## src/inc/rsl_pkg.sv

```systemverilog
// Package for the regulator status and lock register bank
package rsl_pkg;

	// ---------------------------------------------------------------
	// Register offsets
	// ---------------------------------------------------------------
	localparam logic [7:0] ADDR_WARN_LIMIT = 8'h20;
	localparam logic [7:0] ADDR_SUMMARY = 8'h21;
	localparam logic [7:0] ADDR_WARN_STATUS = 8'h24;
	localparam logic [7:0] ADDR_READBACK = 8'h26;
	localparam logic [7:0] ADDR_LOCK = 8'h2A;
	localparam logic [7:0] ADDR_RAMP_STATUS = 8'h2B;
	localparam logic [7:0] ADDR_RAMP_CONFIG = 8'h2C;
	localparam logic [7:0] ADDR_PHASE_STATUS = 8'h2D;
	localparam logic [7:0] ADDR_PHASE_CONFIG = 8'h2E;
	localparam logic [7:0] ADDR_LATCH_A = 8'h46;
	localparam logic [7:0] ADDR_LATCH_B = 8'h47;

	// ---------------------------------------------------------------
	// Field positions and reset values
	// ---------------------------------------------------------------
	localparam int WARN_BIT = 0;
	localparam int LOCK_BIT = 0;
	localparam int SUMMARY_OC_BIT = 4;
	localparam int RAMP_SEL_BIT = 0;
	localparam int LIMIT_SEL_BIT = 1;
	localparam logic [7:0] WARN_LIMIT_RST = 8'hFF;
	localparam logic [7:0] CONFIG_RST = 8'h00;
	localparam logic [3:0] RAMP_RST = 4'h0;
	localparam logic [4:0] LIMIT_RST = 5'h00;

	// ---------------------------------------------------------------
	// Ramp and threshold scaling
	// ---------------------------------------------------------------
	localparam logic [15:0] RAMP_FINE_STEP_US = 16'h0096;
	localparam logic [15:0] RAMP_MID_US = 16'h03E8;
	localparam logic [3:0] RAMP_MID_CODE = 4'h6;
	localparam logic [15:0] LIMIT_BASE_MV = 16'h00C8;
	localparam logic [15:0] LIMIT_STEP_MV = 16'h0032;

	// Host register access
	typedef struct packed {
		logic wr;
		logic rd;
		logic [7:0] addr;
		logic [7:0] wdata;
	} rsl_req_t;

	// Settings applied to the regulator
	typedef struct packed {
		logic [3:0] ramp_code;
		logic [15:0] ramp_time_us;
		logic [4:0] limit_code;
		logic [15:0] limit_mv;
	} rsl_apply_t;

endpackage : rsl_pkg

```

## src/logic/rsl_regs.sv

```systemverilog
// Status, readback, lock, ramp and phase limit register bank
module rsl_regs (
	input wire logic clock,
	input wire logic sys_rst,
	input wire logic por_done,
	input wire rsl_pkg::rsl_req_t host_req,
	output logic [7:0] host_rdata,
	output logic host_rvalid,
	input wire logic [7:0] current_sense_input,
	input wire logic [3:0] ramp_select_pin,
	input wire logic [4:0] limit_resistor_pin,
	input wire logic [7:0] current_limit_event,
	output logic overcurrent_summary_flag,
	output logic alert,
	output logic limit_sense_enable,
	output rsl_pkg::rsl_apply_t applied
);

	// ---------------------------------------------------------------
	// Functions
	// ---------------------------------------------------------------
	function automatic logic [15:0] ramp_us(input logic [3:0] code);
		logic [15:0] c;
		c = {12'h000, code};
		if (code < rsl_pkg::RAMP_MID_CODE)
			ramp_us = 16'((c + 16'h0001) * rsl_pkg::RAMP_FINE_STEP_US);
		else
			ramp_us = 16'((c - 16'h0005) * rsl_pkg::RAMP_MID_US);
	endfunction : ramp_us

	function automatic logic [15:0] limit_mv(input logic [4:0] code);
		limit_mv = 16'(rsl_pkg::LIMIT_BASE_MV + {11'h000, code} * rsl_pkg::LIMIT_STEP_MV);
	endfunction : limit_mv

	// ---------------------------------------------------------------
	// Input synchronisers
	// ---------------------------------------------------------------
	logic [7:0] sense_s1_r, sense_s2_r;
	logic [3:0] ramp_s1_r, ramp_s2_r;
	logic [4:0] lim_s1_r, lim_s2_r;
	logic [7:0] ev_s1_r, ev_s2_r;
	logic por_s1_r, por_s2_r;

	always_ff @(posedge clock) begin
		sense_s1_r <= current_sense_input;
		sense_s2_r <= sense_s1_r;
		ramp_s1_r <= ramp_select_pin;
		ramp_s2_r <= ramp_s1_r;
		lim_s1_r <= limit_resistor_pin;
		lim_s2_r <= lim_s1_r;
		ev_s1_r <= current_limit_event;
		ev_s2_r <= ev_s1_r;
		if (sys_rst) begin
			por_s1_r <= 1'b0;
			por_s2_r <= 1'b0;
		end else begin
			por_s1_r <= por_done;
			por_s2_r <= por_s1_r;
		end
	end

	// ---------------------------------------------------------------
	// Registers
	// ---------------------------------------------------------------
	logic [7:0] warn_limit_r;
	logic [7:0] readback_r;
	logic warn_r;
	logic lock_r;
	logic [3:0] ramp_status_r;
	logic ramp_captured_r;
	logic [3:0] ramp_cfg_r;
	logic [4:0] limit_cfg_r;
	logic [7:0] latch_a_r, latch_b_r;
	logic [7:0] phase_stat_r;
	logic [7:0] rdata_r;
	logic rvalid_r;
	rsl_pkg::rsl_apply_t applied_r;
	rsl_pkg::rsl_apply_t applied_nxt;

	// ---------------------------------------------------------------
	// Write decode
	// ---------------------------------------------------------------
	wire wr_limit = host_req.wr && host_req.addr == rsl_pkg::ADDR_WARN_LIMIT;
	wire wr_lock = host_req.wr && host_req.addr == rsl_pkg::ADDR_LOCK;
	wire wr_ramp = host_req.wr && host_req.addr == rsl_pkg::ADDR_RAMP_CONFIG;
	wire wr_phase = host_req.wr && host_req.addr == rsl_pkg::ADDR_PHASE_CONFIG;
	wire wr_la = host_req.wr && host_req.addr == rsl_pkg::ADDR_LATCH_A;
	wire wr_lb = host_req.wr && host_req.addr == rsl_pkg::ADDR_LATCH_B;
	wire wr_open = !lock_r;

	wire we_limit = wr_limit && wr_open;
	wire we_ramp = wr_ramp && wr_open;
	wire we_phase = wr_phase && wr_open;
	wire we_la = wr_la && wr_open;
	wire we_lb = wr_lb && wr_open;

	// ---------------------------------------------------------------
	// Compare and selection
	// ---------------------------------------------------------------
	// threshold compare
	wire over_limit = readback_r > warn_limit_r;

	wire ramp_sel = latch_a_r[rsl_pkg::RAMP_SEL_BIT] | latch_b_r[rsl_pkg::RAMP_SEL_BIT];
	wire lim_sel = latch_a_r[rsl_pkg::LIMIT_SEL_BIT] | latch_b_r[rsl_pkg::LIMIT_SEL_BIT];
	wire [3:0] ramp_use = ramp_sel ? ramp_cfg_r : ramp_status_r;
	wire [4:0] lim_use = lim_sel ? limit_cfg_r : lim_s2_r;

	// ---------------------------------------------------------------
	// Sensed values
	// ---------------------------------------------------------------
	// sense code readback
	always_ff @(posedge clock) begin
		if (sys_rst)
			readback_r <= rsl_pkg::CONFIG_RST;
		else
			readback_r <= sense_s2_r;
	end

	// warning flag, a level that follows the compare
	always_ff @(posedge clock) begin
		if (sys_rst)
			warn_r <= 1'b0;
		else
			warn_r <= over_limit;
	end

	always_ff @(posedge clock) begin
		if (sys_rst)
			phase_stat_r <= rsl_pkg::CONFIG_RST;
		else
			phase_stat_r <= ev_s2_r;
	end

	// capture at power-on, once only
	// A later pin change is not seen until power is cycled
	wire ramp_take = por_s2_r && !ramp_captured_r;
	always_ff @(posedge clock) begin
		if (sys_rst) begin
			ramp_status_r <= rsl_pkg::RAMP_RST;
			ramp_captured_r <= 1'b0;
		end else if (ramp_take) begin
			ramp_status_r <= ramp_s2_r;
			ramp_captured_r <= 1'b1;
		end
	end

	// ---------------------------------------------------------------
	// Host written registers
	// ---------------------------------------------------------------
	// lockable threshold
	always_ff @(posedge clock) begin
		if (sys_rst)
			warn_limit_r <= rsl_pkg::WARN_LIMIT_RST;
		else if (we_limit)
			warn_limit_r <= host_req.wdata;
	end

	always_ff @(posedge clock) begin
		if (sys_rst)
			ramp_cfg_r <= rsl_pkg::RAMP_RST;
		else if (we_ramp)
			ramp_cfg_r <= host_req.wdata[3:0];
	end

	always_ff @(posedge clock) begin
		if (sys_rst)
			limit_cfg_r <= rsl_pkg::LIMIT_RST;
		else if (we_phase)
			limit_cfg_r <= host_req.wdata[4:0];
	end

	always_ff @(posedge clock) begin
		if (sys_rst)
			latch_a_r <= rsl_pkg::CONFIG_RST;
		else if (we_la)
			latch_a_r <= host_req.wdata;
	end

	// Either latch may carry the select bits
	always_ff @(posedge clock) begin
		if (sys_rst)
			latch_b_r <= rsl_pkg::CONFIG_RST;
		else if (we_lb)
			latch_b_r <= host_req.wdata;
	end

	// ---------------------------------------------------------------
	// Write lock
	// ---------------------------------------------------------------
	// Lock cleared only by power-on, sys_rst being that event
	always_ff @(posedge clock) begin
		if (sys_rst)
			lock_r <= 1'b0;
		else if (wr_lock && host_req.wdata[rsl_pkg::LOCK_BIT])
			lock_r <= 1'b1;
	end

	// ---------------------------------------------------------------
	// Read mux
	// ---------------------------------------------------------------
	// reserved bits read zero
	wire [7:0] view_summary = 8'(warn_r) << rsl_pkg::SUMMARY_OC_BIT;
	wire [7:0] view_warn = {7'h00, warn_r};
	wire [7:0] view_lock = {7'h00, lock_r};
	wire [7:0] view_ramp_status = {4'h0, ramp_status_r};
	wire [7:0] view_ramp_cfg = {4'h0, ramp_cfg_r};
	wire [7:0] view_phase_cfg = {3'h0, limit_cfg_r};

	logic [7:0] rd_mux;
	always_comb begin
		rd_mux = 8'h00;
		unique case (host_req.addr)
			rsl_pkg::ADDR_WARN_LIMIT: rd_mux = warn_limit_r;
			rsl_pkg::ADDR_SUMMARY: rd_mux = view_summary;
			rsl_pkg::ADDR_WARN_STATUS: rd_mux = view_warn;
			rsl_pkg::ADDR_READBACK: rd_mux = readback_r;
			rsl_pkg::ADDR_LOCK: rd_mux = view_lock;
			rsl_pkg::ADDR_RAMP_STATUS: rd_mux = view_ramp_status;
			rsl_pkg::ADDR_RAMP_CONFIG: rd_mux = view_ramp_cfg;
			rsl_pkg::ADDR_PHASE_STATUS: rd_mux = phase_stat_r;
			rsl_pkg::ADDR_PHASE_CONFIG: rd_mux = view_phase_cfg;
			rsl_pkg::ADDR_LATCH_A: rd_mux = latch_a_r;
			rsl_pkg::ADDR_LATCH_B: rd_mux = latch_b_r;
			// Unmapped addresses read zero
			default: rd_mux = 8'h00;
		endcase
	end

	// One cycle answer to each read strobe
	always_ff @(posedge clock) begin
		if (sys_rst)
			rvalid_r <= 1'b0;
		else
			rvalid_r <= host_req.rd;
	end

	// Read data holds until the next read
	always_ff @(posedge clock) begin
		if (sys_rst)
			rdata_r <= 8'h00;
		else if (host_req.rd)
			rdata_r <= rd_mux;
	end

	// ---------------------------------------------------------------
	// Applied settings
	// ---------------------------------------------------------------
	// decoded settings for the regulator
	assign applied_nxt = '{
		ramp_code: ramp_use,
		ramp_time_us: ramp_us(ramp_use),
		limit_code: lim_use,
		limit_mv: limit_mv(lim_use)
	};

	// Codes and decoded values move together in one register
	always_ff @(posedge clock) begin
		applied_r <= applied_nxt;
	end

	// ---------------------------------------------------------------
	// Outputs
	// ---------------------------------------------------------------
	assign host_rdata = rdata_r;
	assign host_rvalid = rvalid_r;

	assign overcurrent_summary_flag = warn_r;
	assign alert = warn_r;
	// current source on while the resistor sets the limit
	assign limit_sense_enable = !lim_sel;
	assign applied = applied_r;

endmodule : rsl_regs
```

## config.mk

```make
export PLATFORM = sky130hd
export DESIGN_NAME = rsl_regs
export DESIGN_NICKNAME = d
export VERILOG_FILES = /design/src/inc/rsl_pkg.sv /design/src/logic/rsl_regs.sv
export SDC_FILE = /design/constraint.sdc
export NUM_CORES = 1
export LEC_CHECK = 0
export BUFFER_PORTS_ARGS = -buffer_cell sky130_fd_sc_hd__buf_2
export CORE_MARGIN = 3
export CORE_UTILIZATION = 25
export CTS_CLUSTER_SIZE = 25
export DETAILED_ROUTE_END_ITERATION = 6
export PLACE_DENSITY = 0.42
export SYNTH_ARGS = -nofsm -noshare
export SYNTH_HDL_FRONTEND = slang
export SYNTH_SLANG_ARGS = --single-unit
```

## constraint.sdc

```tcl
create_clock -name clock -period 5.5 [get_ports clock]
set_input_delay 1.1 -clock clock [delete_from_list [all_inputs] [get_ports clock]]
set_output_delay 1.1 -clock clock [all_outputs]
set_load 0.03 [all_outputs]
```

==> results_dict.tcl, run 1 <==
set metrics [dict create \
    antenna_found_initial 2 \
    synth_top_family_by_area "adder cells" \
    numCtsBuffers 17 \
    synth.area.mux_share 0.0868 \
    relSlewSlack 0.496 \
    critical_path.cell_chain "nor2_2 > mux2_2 > inv_2 > ha_2 > a21o_1 > nand2_1 > inv_1 > ha_1 > inv_1 > fa_1 > fa_1 > inv_1 > fa_1 > ha_1 > nand3_1 > o211ai_1 > or4_1 > o311ai_0 > o31ai_1 > mux2i_1" \
    crit_fanout 8 \
    fp.dieH_um 173 \
    cts-root-buf "clkbuf_16" \
    core_um2 27300 \
    grt_setup_unrepaired "no" \
    die_area_um2 30100 \
    wirelength_mm 16.8 \
    grt_pass1_vias 5087 \
    antenna_left 0 \
    power.switching_mw 1.04 \
    vias 4856 \
    cp.required_ns 5.85 \
    crit_slowest_cell "fa_1" \
    drive_gt1_frac 0.192 \
    vias_per_cell 4.18 \
    synth_cells 686 \
    drv_cap 0 \
    clk-insertion-delay-late_ns 0.43 \
    rows 60 \
    drc 0 \
    setup_slack_ns 0.373 \
    clkSinkCount 150 \
    crit_start "latch_b_r[0]" \
    ys_warn_count 0 \
    start_util 0.257 \
    fin_crit_sh 0.932 \
    reg2reg_to "applied[36]" \
    final_common_cell "dfxtp_1" \
    crit_type "register to register" \
    cpPeakStageDelay_ns 0.51 \
    fmax_mhz 195 \
    area_delta_synth_final_pct 21.2 \
    grt_pass1_wl_mm 27.3 \
    status "finished clean" \
    crit_path_start_kind "register" \
    synth-simple-area-share 0.133 \
    crit_buf_inv 4 \
    ys_types 64 \
    peakVddDrop_v 0.000231 \
    async_reset_ff_frac 0 \
    endpoint_kind "register" \
    fin_nets 907 \
    gr-total-overflow 0 \
    synth_edf_count 0 \
    io_pins 99 \
    hpwl_mm 12.5 \
    final.min_clock_period_ns 5.13 \
    tns_ns 0 \
    synth-xor-area-share 0.0450 \
    timing.rr.start "latch_b_r[0]" \
    critical_path_depth 20 \
    io_buffers 92 \
    p_int_mw 2.10 \
    crit_path_end "applied[36]" \
    hold_buffers 0 \
    hold_path_class "register to register" \
    skew_ns 0.0151 \
    p_leak_nw 3.99 \
    hold_viol 0 \
    clk_pin_slew_ns 0.07 \
    ys_ff_latch 150 \
    synth_fa_ha_area_frac 0.166 \
    cts_max_path_buffers 2 \
    groute.usage.overall 0.114 \
    crit_family "adder cells" \
    comb_power_share 0.245 \
    power_frac_seq 0.373 \
    wl_per_cell_um 14.4 \
    p_clk_frac 0.381 \
    first_pass_iters 6 \
    cp.arrival_ns 5.48 \
    preCtsSetupSlack_ns 0.287 \
    cts_max_level 4 \
    ff2ff_path_depth 20 \
    power.density_nw_per_um2 370 \
    slew_violations 0 \
    syn_area_um2 7010 \
    synth_seq_area_share 0.428 \
    swShare 0.332 \
    gp_congestion 0.782 \
    syn_avg_cell_area_um2 10.2 \
    finalSetupViolations 0 \
    cts_tree "built" \
    synth_compound_area_frac 0.0850 \
    drtIter0Drc 180 \
    ff2ff_setup_slack_ns 0.37 \
    worstMarginPinSlew_ns 0.756 \
    ys.flop_type "dfxtp_1" \
    grt_max_degree 68 \
    die_x_um 173 \
    final_cell_mix "dfxtp_1 (150), buf_2 (92), ha_1 (68), inv_1 (59), nor2_1 (57)" \
]
## layout make-up
cell class / count / area (µm²)
fill: 2866 / 18800
sequential: 150 / 3000
tap: 372 / 465
clock buffer: 17 / 425
antenna: 1 / 2.50
timing repair buffer: 98 / 505
inverter: 61 / 229
clock inverter: 15 / 191
multi-input combinational: 449 / 3670
## cells in the mapped netlist, types with 10 or more instances
cell type | instances | area share
nand2_1 | 34 | 0.018
mux2i_1 | 54 | 0.077
clkbuf_1 | 17 | 0.0091
nand2b_1 | 11 | 0.0098
xor2_1 | 11 | 0.014
o21ai_0 | 13 | 0.0093
nor2_1 | 58 | 0.031
fa_1 | 15 | 0.043
inv_1 | 60 | 0.032
a21oi_1 | 16 | 0.011
dfxtp_1 | 150 | 0.43
xnor2_1 | 25 | 0.031
buf_4 | 10 | 0.011
nor2b_1 | 23 | 0.021
nor3_1 | 10 | 0.0071
ha_1 | 69 | 0.12
## routing by layer
metal	wire length, µm	GRT usage	up-vias
li1	-	-	2497
met1	7970	0.147	2266
met2	8040	0.188	80
met3	599	0.0287	11
met4	157	0.0334	2
met5	13	0	-
## through the flow
step	total power [mW]	area, µm²	hold WS, ns	instances	util
CTS	3.20	8460	0.330	1162	0.310
global placement	1.98	7840	0.311	1130	0.288
global route	3.33	8490	0.335	1163	0.312
finish	3.14	8490	0.329	1163	0.312
floorplan	1.79	7030	0.310	691	-
detailed placement	1.98	7840	0.313	1130	0.288
## cells by family after synthesis
| kind of cell | after synthesis |
|---|---|
| AO/OA/AOI/OAI | 85 |
| XOR/XNOR | 36 |
| adder cells (fa/ha/maj) | 84 |
| buffers and inverters | 92 |
| flip-flops | 150 |
| multiplexers | 60 |
| other | 1 |
| AND/OR/NAND/NOR | 178 |
## worst reg2reg max path: cells and delay by family, from the launching register on
family                     cells  cell delay (ns)
DFF                            1             0.37
and+or+nand+nor                4             0.50
AOI/OAI and AO/OA              4             0.88
buffers and inverters          4             0.35
adders and majority gates      6             2.26
muxes                          2             0.68
## power groups by stage
stage	sequential (mW)	clock [mW]	combinational (mW)
after floorplan	1.27	0	0.520
after global placement	1.20	0	0.784
after global routing	1.18	1.28	0.873
final	1.17	1.20	0.770
after detailed placement	1.20	0	0.778
after CTS	1.17	1.24	0.783
## flip-flops by register name, summed over array words and instances (netlist names), 8 cells and up
signal,count
sense_s1_r,8
warn_limit_r,8
applied,33
readback_r,8
latch_b_r,8
phase_stat_r,8
latch_a_r,8
sense_s2_r,8
ev_s1_r,8
ev_s2_r,8
host_rdata,8
## how the worst min path moves through the flow
stage	start	endpoint	slack (ns)	cells past startpoint
2_1_floorplan	ev_s1_r[0]	ev_s2_r[0]	0.31	0
3_3_place_gp	sense_s1_r[6]	sense_s2_r[6]	0.31	0
3_5_place_dp	lim_s1_r[3]	lim_s2_r[3]	0.31	0
4_1_cts	ev_s1_r[1]	ev_s2_r[1]	0.33	0
5_1_grt	ev_s1_r[1]	ev_s2_r[1]	0.34	0
6_report	sense_s1_r[0]	sense_s2_r[0]	0.33	0
## what timing repair did
action,4_1_cts,5_1_grt
gates resized for setup,0,6
setup buffers,0,0
setup endpoints to repair,0,2
(Power assumes the default switching activity.)
==> run 2, diff against run 1 <==
--- a/config.mk
+++ b/config.mk
@@ -10,7 +10,7 @@
 export CORE_UTILIZATION = 25
 export CTS_CLUSTER_SIZE = 25
 export DETAILED_ROUTE_END_ITERATION = 6
-export PLACE_DENSITY = 0.42
+export SKIP_LAST_GASP = 1
 export SYNTH_ARGS = -nofsm -noshare
 export SYNTH_HDL_FRONTEND = slang
 export SYNTH_SLANG_ARGS = --single-unit
==> run 2 against run 1 <==
Sequential cell count unchanged. Largest power group unchanged. Core utilization shrank 0.050 points. Critical path type unchanged. Combinational power hardly changed.
==> results_dict.tcl, run 2 (synthesis gave the netlist of run 1 again) <==
set metrics [dict create \
    status "finished clean" \
    grt_pass1_vias 4868 \
    grt_setup_unrepaired "no" \
    endpoint_kind "register" \
    final_cells 1160 \
    io_buffers 92 \
    ff_latch_area_um2 3000 \
    dpl-instance-area_um2 7830 \
    hold_path_class "register to register" \
    antenna_cells 0 \
    gp_congestion 0.815 \
    fill_cells 2864 \
    cp.arrival_ns 5.47 \
    p_leak_nw 3.97 \
    numCtsBuffers 17 \
    worstMarginPinSlew_ns 1.19 \
    drc 0 \
    hold_viol 0 \
    largest_register_ffs 33 \
    skew_ns 0.0111 \
    setup_slack_ns 0.386 \
    groute.usage.overall 0.107 \
    power.density_nw_per_um2 370 \
    final_cell_mix "dfxtp_1 (150), buf_2 (92), ha_1 (68), inv_1 (60), nor2_1 (57)" \
    final.min_clock_period_ns 5.11 \
    final_common_cell "dfxtp_1" \
    preCtsSetupSlack_ns 0.255 \
    peakVddDrop_v 0.000176 \
    wl_per_cell_um 13.5 \
    rows 60 \
    design_area_um2 8480 \
    fp.dieH_um 173 \
    antenna_found_initial 2 \
    die_x_um 173 \
    drive_gt1_frac 0.189 \
    gr-total-overflow 0 \
    grt_max_degree 40 \
    post_cts_buffers 0 \
    antenna_left 0 \
    vias 4851 \
    start_util 0.257 \
    crit_fanout 8 \
    total_power_mw 3.14 \
    drtIter0Drc 240 \
    fin_crit_sh 0.930 \
    cts-root-buf "clkbuf_16" \
    tns_ns 0 \
    slew_violations 0 \
    clk_pin_slew_ns 0.07 \
    cts_max_path_buffers 2 \
    clkSinkCount 150 \
    hpwl_mm 11.9 \
    core_um2 27300 \
    cp.required_ns 5.85 \
    multi_input_area_um2 3680 \
    relSlewSlack 0.202 \
    fmax_mhz 196 \
    dp_cells 1128 \
    drv_cap 0 \
    io_pins 99 \
    crit_path_start_kind "register" \
    area_delta_synth_final_pct 21.0 \
    vias_per_cell 4.18 \
    fin_nets 905 \
    clk-insertion-delay-late_ns 0.43 \
    die_area_um2 30100 \
    cts_max_level 4 \
    cts_tree "built" \
    crit_type "register to register" \
    grt_pass1_wl_mm 25.6 \
    finalSetupViolations 0 \
    wirelength_mm 15.7 \
    first_pass_iters 4 \
]
-- run 2: cell types whose count changed in the layout (fill, tap and decap cells not counted), sizes merged --
cell / before / now
clkinv: 7 / 5
clkbuf: 17 / 18
bufinv: 0 / 1
diode: 1 / 0
buf: 98 / 96
-- run 2: area by class of cell --
cell class | count | area share
Sequential cell | 150 | 0.354
Clock buffer | 18 | 0.0506
Inverter | 61 | 0.0270
Timing Repair Buffer | 96 | 0.0578
Multi-Input combinational cell | 449 | 0.434
Tap cell | 372 | 0.0549
Clock inverter | 14 | 0.0217
-- run 2: routing by layer --
metal / vias to the layer above / track usage / share of wire
li1: 2503 / - / -
met1: 2204 / 0.140 / 0.47
met2: 118 / 0.168 / 0.46
met3: 22 / 0.0296 / 0.056
met4: 4 / 0.0375 / 0.015
met5: - / 0 / 0.0016
-- run 2: where the power goes --
part           switching (mW)  leakage (nW)  internal (mW)
combinational           0.453          2.44          0.319
clock                   0.538         0.299          0.657
sequential             0.0184          1.24           1.15
-- run 2: stage by stage --
step	hold WS, ns	util
2_1_floorplan	0.310	-
3_3_place_gp	0.312	0.287
3_5_place_dp	0.312	0.287
4_1_cts	0.319	0.310
5_1_grt	0.327	0.311
6_report	0.321	0.311
-- run 2: path summary, 6_finish.rpt --
check,endpoint,startpoint,cells after the start,slack [ns]
worst max-delay path,applied[36],latch_b_r[0],20,0.39
worst min-delay path,sense_s2_r[7],sense_s1_r[7],0,0.32
worst min register to register,sense_s2_r[7],sense_s1_r[7],0,0.32
worst max register to register,applied[36],latch_b_r[0],20,0.39
-- run 2: what timing repair did --
action | CTS | global route
hold buffers | 0 | 0
endpoints found under the setup margin | 0 | 3
resized for setup | 0 | 7
-- run 2: critical path, stage by stage, from the launching register on --
cell and delay (ns):
dfxtp_1 0.36, nor2_2 0.24, mux2_4 0.40, inv_1 0.18
ha_2 0.27, a21o_1 0.15, nand2_1 0.08, inv_1 0.08
ha_1 0.26, inv_1 0.09, fa_1 0.44, fa_1 0.51
inv_1 0.05, fa_1 0.45, ha_1 0.37, nand3_1 0.09
o211ai_1 0.18, or4_1 0.13, o311ai_0 0.18, o31ai_1 0.35
mux2i_1 0.21
